<file path="config.mk">
export PLATFORM = sky130hd
export DESIGN_NAME = udc_counter
export DESIGN_NICKNAME = d
export VERILOG_FILES = /design/src/shared/udc_pkg.sv /design/src/rtl/udc_counter.sv /design/src/rtl/udc_wb_slave.sv
export SDC_FILE = /design/constraint.sdc
export NUM_CORES = 1
export LEC_CHECK = 0
export ABC_CLOCK_PERIOD_IN_PS = 3490
export BUFFER_PORTS_ARGS = -buffer_cell sky130_fd_sc_hd__buf_4
export CORE_AREA = 10 10 60 82
export DETAILED_ROUTE_END_ITERATION = 8
export DIE_AREA = 0 0 70 92
export HOLD_SLACK_MARGIN = 0.05
export PLACE_DENSITY = 0.87
export SYNTH_ARGS = -nofsm -noshare
export SYNTH_HDL_FRONTEND = slang
export SYNTH_HIERARCHICAL = 1
export SYNTH_SLANG_ARGS = --single-unit
</file>
<file path="constraint.sdc">
create_clock -name ref_clk -period 3.49 [get_ports ref_clk]
set_input_delay 1.047 -clock ref_clk [delete_from_list [all_inputs] [get_ports ref_clk]]
set_output_delay 1.047 -clock ref_clk [all_outputs]
set_load 0.1 [all_outputs]
</file>
<file path="src/shared/udc_pkg.sv">
`default_nettype none

package udc_pkg;

    // counter geometry
    localparam int CNT_W = 4;
    localparam logic [3:0] COUNT_RST = 4'h0;
    localparam logic [3:0] COUNT_ZERO = 4'h0;
    localparam logic [3:0] COUNT_ONES = 4'hF;
    localparam logic [3:0] COUNT_STEP = 4'h1;

    // register byte offsets on the bus
    localparam logic [3:0] ADDR_CTRL = 4'h0;
    localparam logic [3:0] ADDR_PRESET = 4'h4;
    localparam logic [3:0] ADDR_STATUS = 4'h8;

    // control register fields
    localparam int CTRL_W = 5;
    localparam int CTRL_SRC_SW = 0;
    localparam int CTRL_UP = 1;
    localparam int CTRL_HOLD = 2;
    localparam int CTRL_CLEAR = 3;
    localparam int CTRL_LOAD = 4;
    localparam logic [4:0] CTRL_RST = 5'h02;
    localparam logic [3:0] PRESET_RST = 4'h0;

    // status register fields
    localparam int STATUS_COUNT_LSB = 0;
    localparam int STATUS_TC_N = 4;
    localparam int STATUS_UP = 5;
    localparam int STATUS_SRC_SW = 6;

    localparam logic [31:0] DATA_ZERO = 32'h0000_0000;

    // one set of counter controls, from the pins or from software
    typedef struct packed {
        logic load;
        logic clear;
        logic up;
        logic chain_en_n;
        logic [3:0] preset;
    } udc_ctrl_type;

    typedef enum logic [1:0] {
        UDC_REG_CTRL = 2'b00,
        UDC_REG_PRESET = 2'b01,
        UDC_REG_STATUS = 2'b10,
        UDC_REG_NONE = 2'b11
    } udc_reg_type;

endpackage

`default_nettype wire

</file>
<file path="src/rtl/udc_counter.sv">
// Overview of operation
// - preset_load high and clear low loads preset value, ignoring clock, direction, enable
// - preset loading is asynchronous: outputs follow preset value immediately
// - counts up when direction high, down when low, if enabled
// - count steps only on rising clock edge, all four bits together
// - chain enable high with load and clear low holds the count
// - clear high forces all four count outputs low, highest priority, regardless of everything
// - counting up, terminal count low only at all ones with chain enable low
// - counting down, terminal count low only at all zeros with chain enable low
`default_nettype none

module udc_counter (
    // clock and reset
    input wire logic ref_clk,
    input wire logic rst_b,
    // counter pins
    input wire logic preset_load,
    input wire logic [3:0] preset_value,
    input wire logic count_up,
    input wire logic chain_en_n,
    input wire logic clear,
    output logic [3:0] count_out,
    output logic terminal_count_n,
    // wishbone slave
    input wire logic wb_cyc_i,
    input wire logic wb_stb_i,
    input wire logic wb_we_i,
    input wire logic [3:0] wb_adr_i,
    input wire logic [3:0] wb_sel_i,
    input wire logic [31:0] wb_dat_i,
    output logic [31:0] wb_dat_o,
    output logic wb_ack_o
);

    logic [3:0] count_ff;
    logic [4:0] ctrl_ff;
    logic [3:0] preset_ff;
    logic [31:0] dat_o_ff;

    udc_pkg::udc_reg_type reg_sel;
    logic wr_commit;
    logic rd_capture;

    udc_wb_slave u_slave (
        .ref_clk(ref_clk),
        .rst_b(rst_b),
        .wb_cyc_i(wb_cyc_i),
        .wb_stb_i(wb_stb_i),
        .wb_we_i(wb_we_i),
        .wb_adr_i(wb_adr_i),
        .wb_ack_o(wb_ack_o),
        .reg_sel(reg_sel),
        .wr_commit(wr_commit),
        .rd_capture(rd_capture)
    );

    // control source: pins, or software when the source bit is set
    udc_pkg::udc_ctrl_type pin_ctrl;
    udc_pkg::udc_ctrl_type sw_ctrl;
    udc_pkg::udc_ctrl_type eff;

    assign pin_ctrl = '{load: preset_load, clear: clear, up: count_up,
                        chain_en_n: chain_en_n, preset: preset_value};
    assign sw_ctrl = '{load: ctrl_ff[udc_pkg::CTRL_LOAD],
                       clear: ctrl_ff[udc_pkg::CTRL_CLEAR],
                       up: ctrl_ff[udc_pkg::CTRL_UP],
                       chain_en_n: ctrl_ff[udc_pkg::CTRL_HOLD],
                       preset: preset_ff};
    // pin clear and pin preset always win; software fields act only below them
    wire logic sw_mode = ctrl_ff[udc_pkg::CTRL_SRC_SW];
    assign eff = '{load: pin_ctrl.load | (sw_mode & sw_ctrl.load),
                   clear: pin_ctrl.clear | (sw_mode & sw_ctrl.clear & ~pin_ctrl.load),
                   up: sw_mode ? sw_ctrl.up : pin_ctrl.up,
                   chain_en_n: sw_mode ? sw_ctrl.chain_en_n : pin_ctrl.chain_en_n,
                   preset: pin_ctrl.load ? pin_ctrl.preset : sw_ctrl.preset};

    // clear beats preset, preset beats the value offered
    function automatic logic [3:0] apply_override(input udc_pkg::udc_ctrl_type c,
                                                  input logic [3:0] base);
        if (c.clear) begin
            apply_override = udc_pkg::COUNT_ZERO;
        end else if (c.load) begin
            apply_override = c.preset;
        end else begin
            apply_override = base;
        end
    endfunction

    // clear and preset act on the outputs without waiting for an edge
    wire logic [3:0] shown = apply_override(eff, count_ff);
    assign count_out = shown;

    // 4-bit add and subtract wrap on their own
    wire logic [3:0] count_inc = count_ff + udc_pkg::COUNT_STEP;
    wire logic [3:0] count_dec = count_ff - udc_pkg::COUNT_STEP;
    wire logic [3:0] count_step = eff.up ? count_inc : count_dec;

    // capture clear/preset so the value holds after they drop
    wire logic [3:0] count_kept = eff.chain_en_n ? count_ff : count_step;
    wire logic [3:0] nxt_count = apply_override(eff, count_kept);

    always_ff @(posedge ref_clk or negedge rst_b) begin
        if (!rst_b) begin
            count_ff <= udc_pkg::COUNT_RST;
        end else begin
            count_ff <= nxt_count;
        end
    end

    // terminal count follows the shown value, so it also sees preset and clear
    wire logic at_top = (shown == udc_pkg::COUNT_ONES) & ~eff.chain_en_n;
    wire logic at_bottom = (shown == udc_pkg::COUNT_ZERO) & ~eff.chain_en_n;
    // this output drives the next stage's chain enable when cascaded
    assign terminal_count_n = eff.up ? ~at_top : ~at_bottom;

    // register writes, low byte lane only carries fields
    wire logic wr_lane0 = wr_commit & wb_sel_i[0];
    wire logic wr_ctrl = wr_lane0 & (reg_sel == udc_pkg::UDC_REG_CTRL);
    wire logic wr_preset = wr_lane0 & (reg_sel == udc_pkg::UDC_REG_PRESET);
    wire logic [4:0] nxt_ctrl = wr_ctrl ? wb_dat_i[4:0] : ctrl_ff;
    wire logic [3:0] nxt_preset = wr_preset ? wb_dat_i[3:0] : preset_ff;

    always_ff @(posedge ref_clk or negedge rst_b) begin
        if (!rst_b) begin
            ctrl_ff <= udc_pkg::CTRL_RST;
            preset_ff <= udc_pkg::PRESET_RST;
        end else begin
            ctrl_ff <= nxt_ctrl;
            preset_ff <= nxt_preset;
        end
    end

    // read mux; unmapped offsets read zero
    wire logic [31:0] status_word = {25'h000_0000,
                                     ctrl_ff[udc_pkg::CTRL_SRC_SW],
                                     eff.up,
                                     terminal_count_n,
                                     shown};
    wire logic [31:0] ctrl_word = {27'h000_0000, ctrl_ff};
    wire logic [31:0] preset_word = {28'h000_0000, preset_ff};
    logic [31:0] rd_word;

    always_comb begin
        case (reg_sel)
            udc_pkg::UDC_REG_CTRL: rd_word = ctrl_word;
            udc_pkg::UDC_REG_PRESET: rd_word = preset_word;
            udc_pkg::UDC_REG_STATUS: rd_word = status_word;
            default: rd_word = udc_pkg::DATA_ZERO;
        endcase
    end

    wire logic [31:0] nxt_dat_o = rd_capture ? rd_word : dat_o_ff;

    always_ff @(posedge ref_clk or negedge rst_b) begin
        if (!rst_b) begin
            dat_o_ff <= udc_pkg::DATA_ZERO;
        end else begin
            dat_o_ff <= nxt_dat_o;
        end
    end

    assign wb_dat_o = dat_o_ff;

endmodule

`default_nettype wire

</file>
<file path="src/rtl/udc_wb_slave.sv">
`default_nettype none

module udc_wb_slave (
    // clock and reset
    input wire logic ref_clk,
    input wire logic rst_b,
    // bus request
    input wire logic wb_cyc_i,
    input wire logic wb_stb_i,
    input wire logic wb_we_i,
    input wire logic [3:0] wb_adr_i,
    // answer and strobes to the register file
    output logic wb_ack_o,
    output udc_pkg::udc_reg_type reg_sel,
    output logic wr_commit,
    output logic rd_capture
);

    function automatic udc_pkg::udc_reg_type decode_reg(input logic [3:0] adr);
        case (adr)
            udc_pkg::ADDR_CTRL: decode_reg = udc_pkg::UDC_REG_CTRL;
            udc_pkg::ADDR_PRESET: decode_reg = udc_pkg::UDC_REG_PRESET;
            udc_pkg::ADDR_STATUS: decode_reg = udc_pkg::UDC_REG_STATUS;
            default: decode_reg = udc_pkg::UDC_REG_NONE;
        endcase
    endfunction

    logic ack_ff;
    wire logic req = wb_cyc_i & wb_stb_i;
    wire logic nxt_ack = req & ~ack_ff;

    // ack one cycle after the request, dropped the cycle after
    always_ff @(posedge ref_clk or negedge rst_b) begin
        if (!rst_b) begin
            ack_ff <= 1'b0;
        end else begin
            ack_ff <= nxt_ack;
        end
    end

    assign wb_ack_o = ack_ff;
    assign reg_sel = decode_reg(wb_adr_i);
    // writes land on the edge where the master sees ack
    assign wr_commit = req & wb_we_i & ack_ff;
    // read data is latched one edge ahead of ack
    assign rd_capture = req & ~wb_we_i & ~ack_ff;

endmodule

`default_nettype wire

</file>
Word level (Yosys, flattened, before mapping)
Index checks and enable logic that the tools add are counted.
{"block": "op_classes", "addsub": 2, "n_eq_ne": 6, "n_mux": 12, "n_bitwise": 22, "n_reduce_logical": 3}
{"operator": "2-to-1 mux 4 bit", "n": 7}
{"operator": "one-hot mux 7 bit (3 select lines)", "n": 1}
{"operator": "bitwise AND 1 bit", "n": 14}
{"operator": "equality test 4 bit, second input constant", "n": 2}
{"operator": "logical NOT 4 bit", "n": 2}
{"operator": "NOT 1 bit", "n": 6}
{"operator": "one-hot mux 2 bit (3 select lines)", "n": 1}
{"operator": "adder 4 x 1 -> 4 bit, second input constant", "n": 1}
{"operator": "equality test 4 x 3 -> 1 bit, second input constant", "n": 1}
{"operator": "subtractor 4 x 1 -> 4 bit, second input constant", "n": 1}
{"operator": "2-to-1 mux 1 bit", "n": 3}
{"operator": "!= test 3 x 1 -> 1 bit, second input constant", "n": 1}
{"operator": "equality test 2 x 1 -> 1 bit, second input constant", "n": 1}
{"operator": "equality test 2 bit, second input constant", "n": 1}
{"operator": "logical NOT 2 bit", "n": 1}
{"operator": "bitwise OR 1 bit", "n": 2}
{"block": "totals", "regBits": 46, "elab_cells": 50}

Logic depth before layout (Yosys ltp)
Gate-level depths: netlist of the first run.
{"block": "depth", "depth_word": 9, "depth_mapped": 8}

Cells and area by module
The synthesis of the first run kept the hierarchy.
{"module": "udc_counter", "instances": 1, "cells_per_inst": 165, "area_each_um2": 1493.9}
{"module": "udc_wb_slave", "instances": 1, "cells_per_inst": 6, "area_each_um2": 67.6}

Worst setup path after synthesis of the first run
Ideal clock, no wire load.
{"block": "synth_path", "path_kind": "input to output", "startpoint": "input preset_load", "endpoint": "output terminal_count_n", "t_arrival_ns": 3.845, "path_slack_ns": -1.402, "cell_stages": 6, "path_buffers": 1, "path_cell_list": "buf_2 -> nor2b_1 -> nor3_1 -> and2_1 -> nor4_1 -> nor2_1"}
{"block": "synth_via", "elab_chain_len": 8}
{"element": "from (decl)", "line": "udc_counter.sv:17", "text": "input wire logic preset_load,"}
{"element": "NOT 1 bit", "line": "udc_counter.sv:72", "text": "clear: pin_ctrl.clear | (sw_mode & sw_ctrl.clear & ~pin_ctrl.load),"}
{"element": "bitwise AND 1 bit", "line": "udc_counter.sv:72"}
{"element": "bitwise OR 1 bit", "line": "udc_counter.sv:72"}
{"element": "2-to-1 mux 4 bit *", "line": "udc_counter.sv:80", "text": "if (c.clear) begin"}
{"element": "via count_out[2]", "line": "udc_counter.sv:22", "text": "output logic [3:0] count_out,"}
{"element": "equality test 4 bit / logical NOT 4 bit (equally long branches)", "line": "udc_counter.sv:111, udc_counter.sv:112"}
{"element": "bitwise AND 1 bit (on tied branches)", "line": "udc_counter.sv:111, udc_counter.sv:112"}
{"element": "NOT 1 bit", "line": "udc_counter.sv:114", "text": "assign terminal_count_n = eff.up ? ~at_top : ~at_bottom;"}
{"element": "2-to-1 mux 1 bit *", "line": "udc_counter.sv:114"}
{"element": "to (decl)", "line": "udc_counter.sv:23", "text": "output logic terminal_count_n,"}
The timed path passes the listed nets; every way through them passes the cells marked *.

Worst setup path after layout of the first run
{"block": "layout_path", "startpoint": "input preset_load", "endpoint": "output terminal_count_n"}
{"block": "layout_via", "elab_chain_len": 8}
{"element": "NOT 1 bit", "line": "udc_counter.sv:72"}
{"element": "bitwise AND 1 bit", "line": "udc_counter.sv:72"}
{"element": "bitwise OR 1 bit", "line": "udc_counter.sv:72"}
{"element": "2-to-1 mux 4 bit *", "line": "udc_counter.sv:80"}
{"element": "equality test 4 bit / logical NOT 4 bit (equally long branches)", "line": "udc_counter.sv:111, udc_counter.sv:112"}
{"element": "bitwise AND 1 bit (on tied branches)", "line": "udc_counter.sv:111, udc_counter.sv:112"}
{"element": "NOT 1 bit", "line": "udc_counter.sv:114"}
{"element": "2-to-1 mux 1 bit *", "line": "udc_counter.sv:114"}
Mark *: on every way between the ends. The rest lies on a longest branch, timed or not.

==> insert_results.sql, run 1 <==
INSERT INTO impl_metrics (metric_group, metric, value, unit) VALUES
('timing', 'worst_slew_pin_slew', '0.536', 'ns'),
('yosys', 'ys_async_sr_fraction', '100', '%'),
('pwr', 'leakage', '0.968', 'nW'),
('grt', 'grt_overflow', '0', ''),
('layout', 'final_net_count', '275', ''),
('yosys', 'ys_warn_count', '6', ''),
('layout', 'layout_commonest_cell', 'sky130_fd_sc_hd__buf_4', ''),
('drt', 'final_routed_wirelength', '3.95', 'mm'),
('clocking', 'postCtsSetupRepairBufs', '0', ''),
('grt', 'antenna_found_initial', '0', ''),
('timing', 'final.setup_skew', '0.00384', 'ns'),
('drt', 'dr.pass1.iters', '4', ''),
('grt', 'use_met2', '22.3', '%'),
('timing', 'timing.slew.headroom', '64.2', '%'),
('layout', 'post_synthesis_to_final_layout_area_growth', '26.8', '%'),
('grt', 'grt.total_usage', '11.9', '%'),
('yosys', 'syn-instance-count', '171', ''),
('worst_setup_path', 'timing.critical_path.slowest_stage_cell', 'sky130_fd_sc_hd__or2_4', ''),
('worst_setup_path', 'start_kind', 'primary input', ''),
('floorplan', 'floorplan.initialDensity', '44.4', '%'),
('grt', 'grt_max_degree', '22', ''),
('placed_design', 'io_buffers', '35', ''),
('floorplan', 'number_of_core_rows', '26', ''),
('hold_path', 'holdCritPathClass', 'register to register', ''),
('drt', 'drtAntennaViolNets', '0', ''),
('layout', 'drive_gt1_share', '35.3', '%'),
('yosys', 'synth_edf_count', '0', ''),
('run_status', 'result_of_the_run', 'finished clean', ''),
('worst_setup_path', 'critical-path-max-stage-delay', '0.28', 'ns'),
('yosys', 'synth.yosys.seq_area_share', '33.7', '%'),
('timing', 'final.setup.worst_slack', '0.0658', 'ns'),
('floorplan', 'placeableCoreArea', '0.00351', 'mm2'),
('worst_setup_path', 'worstPathCellList', 'buf_4, and3b_2, or2_4, nor3_2, and4_4, nor2_4, buf_12', ''),
('clocking', 'clkLatencyLatePin', '0.26', 'ns'),
('timing', 'rsz0062_at_grt', 'no', ''),
('worst_setup_path', 'worst_ep_required_time', '2.44', 'ns'),
('clocking', 'inserted_clock_buffers', '3', ''),
('flow_run', 'max_cap_violations', '0', ''),
('yosys', 'synth_cell_types', '50', ''),
('clocking', 'clock_tree_from_tritoncts', 'built', ''),
('grt', 'grtUsageMet3', '3.88', '%'),
('worst_setup_path', 'timing_worst_setup_path_type', 'primary input to primary output', ''),
('timing', 'drv_slew', '0', ''),
('drt', 'routed-via-count', '1334', ''),
('yosys', 'mappedNetlistArea', '0.00156', 'mm2'),
('layout', 'n_fill_cell', '308', ''),
('grt', 'groute.layer.met1.usage', '10.7', '%'),
('worst_setup_path', 'worst_setup_path_end_kind', 'primary output', ''),
('placed_design', 'hpwlAfterDp', '3.22', 'mm'),
('clocking', 'cts-htree-levels', '1', ''),
('worst_setup_path', 'worstPathArrival', '2.38', 'ns'),
('grt', 'grt.busiest_layer', 'met2', ''),
('timing', 'timing.final.setup_violations', '0', ''),
('pwr', 'power.density_cell_area', '421', 'mW/mm2'),
('drt', 'post_drt_via_cell_ratio', '5.13', ''),
('drt', 'drc', '0', ''),
('grt', 'grt_pass1_wl', '6.49', 'mm'),
('drt', 'drt-wirelength-per-cell', '15.2', 'um'),
('clocking', 'number_of_sinks_on_the_clock_net', '21', ''),
('timing', 'report.final.hold_viol_count', '0', ''),
('layout', 'fin_util', '56.3', '%'),
('floorplan', 'die_h', '92', 'um'),
('yosys', 'synth-seq-cells', '21', ''),
('yosys', 'post_synth.cell_area_avg', '9.13', 'um2'),
('worst_setup_path', 'timing.critical_path.fanout_max', '10', ''),
('timing', 'fmaxAchievable', '292', 'MHz'),
('layout', 'antenna_cells', '0', ''),
('floorplan', 'floorplan.die_area', '0.00644', 'mm2'),
('pwr', 'ir_drop', '0.220', 'mV'),
('timing', 'finalWorstPathRequiredPeriod', '3.42', 'ns'),
('clocking', 'ctsRootBufferMaster', 'sky130_fd_sc_hd__clkbuf_8', ''),
('floorplan', 'die_x', '70', 'um'),
('yosys', 'most_frequently_used_flop_master_after_synthesis', 'sky130_fd_sc_hd__dfrtp_1', ''),
('floorplan', 'design.portCount', '91', ''),
('placed_design', 'place_worst_setup_slack', '-0.104', 'ns'),
('placed_design', 'finalWeightedCongestion', '0.911', ''),
('layout', 'most-common-layout-cells', '48 x sky130_fd_sc_hd__buf_4, 25 x sky130_fd_sc_hd__conb_1, 20 x sky130_fd_sc_hd__dfrtp_1', ''),
('clocking', 'clkTransAtPathRegs', '0.08', 'ns'),
('timing', 'min_period_over_period', '98.1', '%'),
('clocking', 'postCtsHoldBufs', '0', ''),
('drt', 'drtIter0Drc', '41', ''),
('grt', 'first_global_vias', '1519', ''),
('clocking', 'cts_max_path_buffers', '2', '');
area by class of cell:
type / instances / area (um2) / area share (%)
Multi-Input combinational cell: 135 / 940 / 47.5
Sequential cell: 21 / 527 / 26.6
Timing Repair Buffer: 49 / 380 / 19.2
Tap cell: 42 / 52.6 / 2.65
Clock buffer: 3 / 41.3 / 2.09
Inverter: 9 / 33.8 / 1.71
Clock inverter: 1 / 5.00 / 0.253
worst max-delay path: cells and delay by family:
family | cells | cell delay, ns
AND/OR/NAND/NOR | 5 | 1.03
buffers and inverters | 2 | 0.29
report_power, final:
| part | switching, W | total (W) | leakage (nW) | internal [W] |
|---|---|---|---|---|
| clock | 0.0000804 | 0.000160 | 0.0255 | 0.0000795 |
| combinational | 0.000306 | 0.000399 | 0.667 | 0.0000926 |
| sequential | 0.0000130 | 0.000274 | 0.275 | 0.000261 |
cells by family after synthesis:
group / count (synthesis) / synth area share, %
AND/OR/NAND/NOR: 59 / 20.4
XOR/XNOR: 2 / 1.12
multiplexers: 13 / 10.0
AO/OA/AOI/OAI: 33 / 15.1
adder cells (fa/ha/maj): 3 / 2.88
other: 1 / 0.240
buffers and inverters: 39 / 16.5
flip-flops: 21 / 33.7
synthesized netlist by cell type (all sizes together), types with 3 or more instances:
cell type | number | area [um2]
inv | 9 | 33.8
a31oi | 5 | 31.3
buf | 29 | 220
o31ai | 5 | 42.5
dfrtp | 20 | 500
a21oi | 5 | 25.0
nor2b | 5 | 31.3
mux2 | 11 | 124
o21ai | 4 | 20.0
and2 | 3 | 18.8
nor2 | 14 | 55.1
nand2 | 18 | 67.6
nor3 | 4 | 20.0
stage by stage:
| step | instance area, um2 | total power [W] | setup TNS [ns] | cells | hold slack [ns] |
|---|---|---|---|---|---|
| after global routing | 1980 | 0.000863 | 0 | 260 | 0.530 |
| after CTS | 1920 | 0.000827 | 0 | 260 | 0.492 |
| after global placement | 1860 | 0.000660 | -0.0751 | 256 | 0.467 |
| after floorplan | 1660 | 0.000602 | -1.22 | 195 | 0.465 |
| after detailed placement | 1860 | 0.000665 | -0.104 | 256 | 0.473 |
| final | 1980 | 0.000833 | 0 | 260 | 0.487 |
metal layers:
layer,up-vias,wire [um]
li1,641,-
met1,625,1320
met2,58,2180
met3,10,351
met4,0,104
met5,-,0
sequential cells by signal, summed over array words and instances (netlist names):
name,cells
u_slave/wb_ack_o,1
count_ff,4
wb_dat_o,7
preset_ff,4
ctrl_ff,5
timing repair:
action,4_1_cts,5_1_grt
endpoints found under the hold margin,0,0
setup endpoints to repair,1,2
cloned,0,0
gates resized for setup,3,15
worst paths after layout:
check | start | end | slack (ns) | cells past startpoint
worst max-delay path | preset_load | terminal_count_n | 0.07 | 7
worst min-delay path | wb_dat_o[3] | wb_dat_o[3] | 0.49 | 1
worst max register to register | ctrl_ff[0] | count_ff[3] | 0.94 | 7
worst min register to register | wb_dat_o[3] | wb_dat_o[3] | 0.49 | 1
max in group asynchronous | rst_b | ctrl_ff[1] | 2.55 | 1
min in group asynchronous | rst_b | count_ff[2] | 0.66 | 1
(Power assumes the default switching activity.)
==> inputs of run 2 (changes only) <==
--- a/config.mk
+++ b/config.mk
@@ -5,13 +5,14 @@
 export SDC_FILE = /design/constraint.sdc
 export NUM_CORES = 1
 export LEC_CHECK = 0
-export ABC_CLOCK_PERIOD_IN_PS = 3490
+export ABC_CLOCK_PERIOD_IN_PS = 3250
 export BUFFER_PORTS_ARGS = -buffer_cell sky130_fd_sc_hd__buf_4
-export CORE_AREA = 10 10 60 82
+export CORE_AREA = 10 10 62 84
 export DETAILED_ROUTE_END_ITERATION = 8
-export DIE_AREA = 0 0 70 92
+export DIE_AREA = 0 0 72 94
+export GPL_TIMING_DRIVEN = 0
 export HOLD_SLACK_MARGIN = 0.05
-export PLACE_DENSITY = 0.87
+export PLACE_DENSITY = 0.82
 export SYNTH_ARGS = -nofsm -noshare
 export SYNTH_HDL_FRONTEND = slang
 export SYNTH_HIERARCHICAL = 1
==> constraint.sdc (replaced) <==
create_clock -name ref_clk -period 3.25 [get_ports ref_clk]
set_input_delay 0.975 -clock ref_clk [delete_from_list [all_inputs] [get_ports ref_clk]]
set_output_delay 0.975 -clock ref_clk [all_outputs]
set_load 0.1 [all_outputs]
==> run 2 against run 1 <==
  * The run now ends with negative setup slack left
  * Wire length grew 8.8%
  * Sequential power rose by 7.3%
  * Clock skew is 0.00059 ns higher
  * Utilization is 5.3 points higher
  * Register-to-register slack lost 0.16 ns
  * Critical path type unchanged
==> insert_results.sql, run 2 (synthesis results as in run 1) <==
INSERT INTO impl_metrics (metric_group, metric, value, unit) VALUES
('worst_setup_path', 'timing.critical_path.fanout_max', '7', ''),
('drt', 'routed-via-count', '1473', ''),
('layout', 'post_synthesis_to_final_layout_area_growth', '43.7', '%'),
('clocking', 'number_of_sinks_on_the_clock_net', '21', ''),
('flow_run', 'max_cap_violations', '0', ''),
('timing', 'report.final.hold_viol_count', '0', ''),
('timing', 'fmaxAchievable', '305', 'MHz'),
('worst_setup_path', 'worst_setup_path_end_kind', 'primary output', ''),
('drt', 'post_drt_via_cell_ratio', '5.15', ''),
('layout', 'final_net_count', '301', ''),
('timing', 'worst_slew_pin_slew', '0.699', 'ns'),
('placed_design', 'hpwlAfterDp', '3.33', 'mm'),
('floorplan', 'placeableCoreArea', '0.00364', 'mm2'),
('pwr', 'ir_drop', '0.333', 'mV'),
('clocking', 'postCtsHoldBufs', '0', ''),
('clocking', 'clkTransAtPathRegs', '0.08', 'ns'),
('layout', 'antenna_cells', '0', ''),
('clocking', 'clkLatencyLatePin', '0.26', 'ns'),
('timing', 'final.setup_skew', '0.00443', 'ns'),
('pwr', 'power_switching_share', '47.5', '%'),
('pwr', 'cell_internal_pwr', '0.000487', 'W'),
('run_status', 'result_of_the_run', 'complete, but fails checks', ''),
('pwr', 'power.density_cell_area', '413', 'mW/mm2'),
('floorplan', 'design.portCount', '91', ''),
('timing', 'drv_slew', '0', ''),
('worst_setup_path', 'worstPathArrival', '2.30', 'ns'),
('pwr', 'power.share.sequential', '31.7', '%'),
('floorplan', 'floorplan.die_area', '0.00677', 'mm2'),
('layout', 'drive_gt1_share', '45.1', '%'),
('timing', 'rsz0062_at_grt', 'yes', ''),
('timing', 'min_period_over_period', '101', '%'),
('grt', 'grt.total_usage', '12.1', '%'),
('layout', 'layout.cells.non_filler', '286', ''),
('worst_setup_path', 'timing_worst_setup_path_type', 'primary input to primary output', ''),
('clocking', 'clock_tree_from_tritoncts', 'built', ''),
('timing', 'finalWorstPathRequiredPeriod', '3.28', 'ns'),
('pwr', 'clockPowerShare', '18.7', '%'),
('timing', 'timing.slew.headroom', '53.1', '%'),
('floorplan', 'floorplan.initialDensity', '42.9', '%'),
('drt', 'final_routed_wirelength', '4.30', 'mm'),
('pwr', 'finalPower', '0.000928', 'W'),
('worst_setup_path', 'worst_ep_required_time', '2.27', 'ns'),
('grt', 'grt_max_degree', '22', ''),
('drt', 'drt-wirelength-per-cell', '15.0', 'um'),
('grt', 'grt_overflow', '0', ''),
('layout', 'flip_flop_count_of_the_largest_register_all_copies_and_words_added', '7', ''),
('clocking', 'inserted_clock_buffers', '3', ''),
('floorplan', 'die_h', '94', 'um'),
('drt', 'dr.pass1.iters', '4', ''),
('timing', 'final.setup.worst_slack', '-0.0260', 'ns'),
('floorplan', 'die_x', '72', 'um'),
('floorplan', 'number_of_core_rows', '26', ''),
('grt', 'first_global_vias', '1577', ''),
('layout', 'fin_util', '61.6', '%'),
('worst_setup_path', 'start_kind', 'primary input', ''),
('clocking', 'cts-htree-levels', '1', ''),
('run_status', 'violations_in_the_final_reports', 'negative setup slack', ''),
('timing', 'hold_slack', '0.482', 'ns'),
('drt', 'drc', '0', ''),
('grt', 'antenna_found_initial', '0', ''),
('drt', 'drtIter0Drc', '54', ''),
('pwr', 'leakage', '1.12', 'nW'),
('pwr', 'portion_of_total_power_attributed_to_combinational_logic', '49.6', '%'),
('pwr', 'switching_power_total', '0.000441', 'W'),
('hold_path', 'holdCritPathClass', 'register to register', ''),
('layout', 'most-common-layout-cells', '69 x sky130_fd_sc_hd__buf_4, 25 x sky130_fd_sc_hd__conb_1, 20 x sky130_fd_sc_hd__dfrtp_1', ''),
('clocking', 'cts_max_path_buffers', '2', ''),
('placed_design', 'finalWeightedCongestion', '0.850', ''),
('grt', 'grt_pass1_wl', '6.69', 'mm'),
('timing', 'timing.final.setup_violations', '1', ''),
('placed_design', 'io_buffers', '35', ''),
('placed_design', 'place_worst_setup_slack', '-0.241', 'ns'),
('layout', 'layout_commonest_cell', 'sky130_fd_sc_hd__buf_4', ''),
('clocking', 'ctsRootBufferMaster', 'sky130_fd_sc_hd__clkbuf_8', ''),
('drt', 'drtAntennaViolNets', '0', ''),
('placed_design', 'numPlacedInstances', '272', '');
## run 2: cell types whose count changed in the layout (fill, tap and decap cells not counted), moves of 2 or more
cell / previous run / this run
sky130_fd_sc_hd__buf_6: 0 / 4
sky130_fd_sc_hd__buf_4: 48 / 69
sky130_fd_sc_hd__nor2_1: 12 / 9
sky130_fd_sc_hd__nor2_2: 1 / 4
sky130_fd_sc_hd__nor2b_1: 5 / 3
## run 2: through the flow
step                TNS (ns)  cell area (um2)
finish               -0.0260             2240
global route         -0.0611             2240
detailed placement    -0.241             2010
floorplan             -0.300             1690
global placement      -0.230             2010
CTS                        0             2180
## run 2: final cells by class
type,instances,area [um2]
tap,42,52.6
buffer,29,225
fill,299,1400
clock inverter,1,5.00
timing repair buffer,46,362
multi-input combinational,135,998
inverter,9,33.8
sequential,21,527
clock buffer,3,41.3
## run 2: power groups by stage
stage / registers (W) / logic (W) / clock network [W]
after floorplan: 0.000387 / 0.000265 / 0
after global placement: 0.000298 / 0.000429 / 0
after detailed placement: 0.000298 / 0.000432 / 0
after CTS: 0.000293 / 0.000447 / 0.000177
after global routing: 0.000297 / 0.000480 / 0.000183
final: 0.000294 / 0.000460 / 0.000174
## run 2: worst max-delay path, stage by stage
cell and delay [ns]:
sky130_fd_sc_hd__buf_6 0.11, sky130_fd_sc_hd__buf_6 0.14, sky130_fd_sc_hd__nor2b_2 0.17, sky130_fd_sc_hd__nor3_4 0.23, sky130_fd_sc_hd__and2_4 0.21, sky130_fd_sc_hd__and4_4 0.24
sky130_fd_sc_hd__nor2_4 0.05, sky130_fd_sc_hd__buf_12 0.17
## run 2: path summary, 6_finish.rpt
path	start	end	slack [ns]	cells past startpoint
worst max-delay path	preset_load	terminal_count_n	-0.03	8
worst min-delay path	wb_dat_o[2]	wb_dat_o[2]	0.48	1
worst max register to register	ctrl_ff[0]	count_ff[3]	0.78	8
worst min register to register	wb_dat_o[2]	wb_dat_o[2]	0.48	1
max in group asynchronous	rst_b	ctrl_ff[1]	2.40	1
min in group asynchronous	rst_b	ctrl_ff[2]	0.58	1
## run 2: layer usage
metal / vias up / share of wire (%) / global-route usage (%)
li1: 696 / - / -
met1: 685 / 34 / 10.7
met2: 75 / 52 / 22.5
met3: 17 / 10 / 4.76
met4: 0 / 3.6 / 6.47
met5: - / 0 / 0
## run 2: timing repair
| action | in CTS | in global routing |
|---|---|---|
| pin swaps | 6 | 3 |
| resized for setup | 18 | 6 |
| endpoints found under the setup margin | 1 | 1 |
| cloned | 0 | 0 |
| hold endpoints to repair | 0 | 0 |
| setup buffers | 6 | 5 |
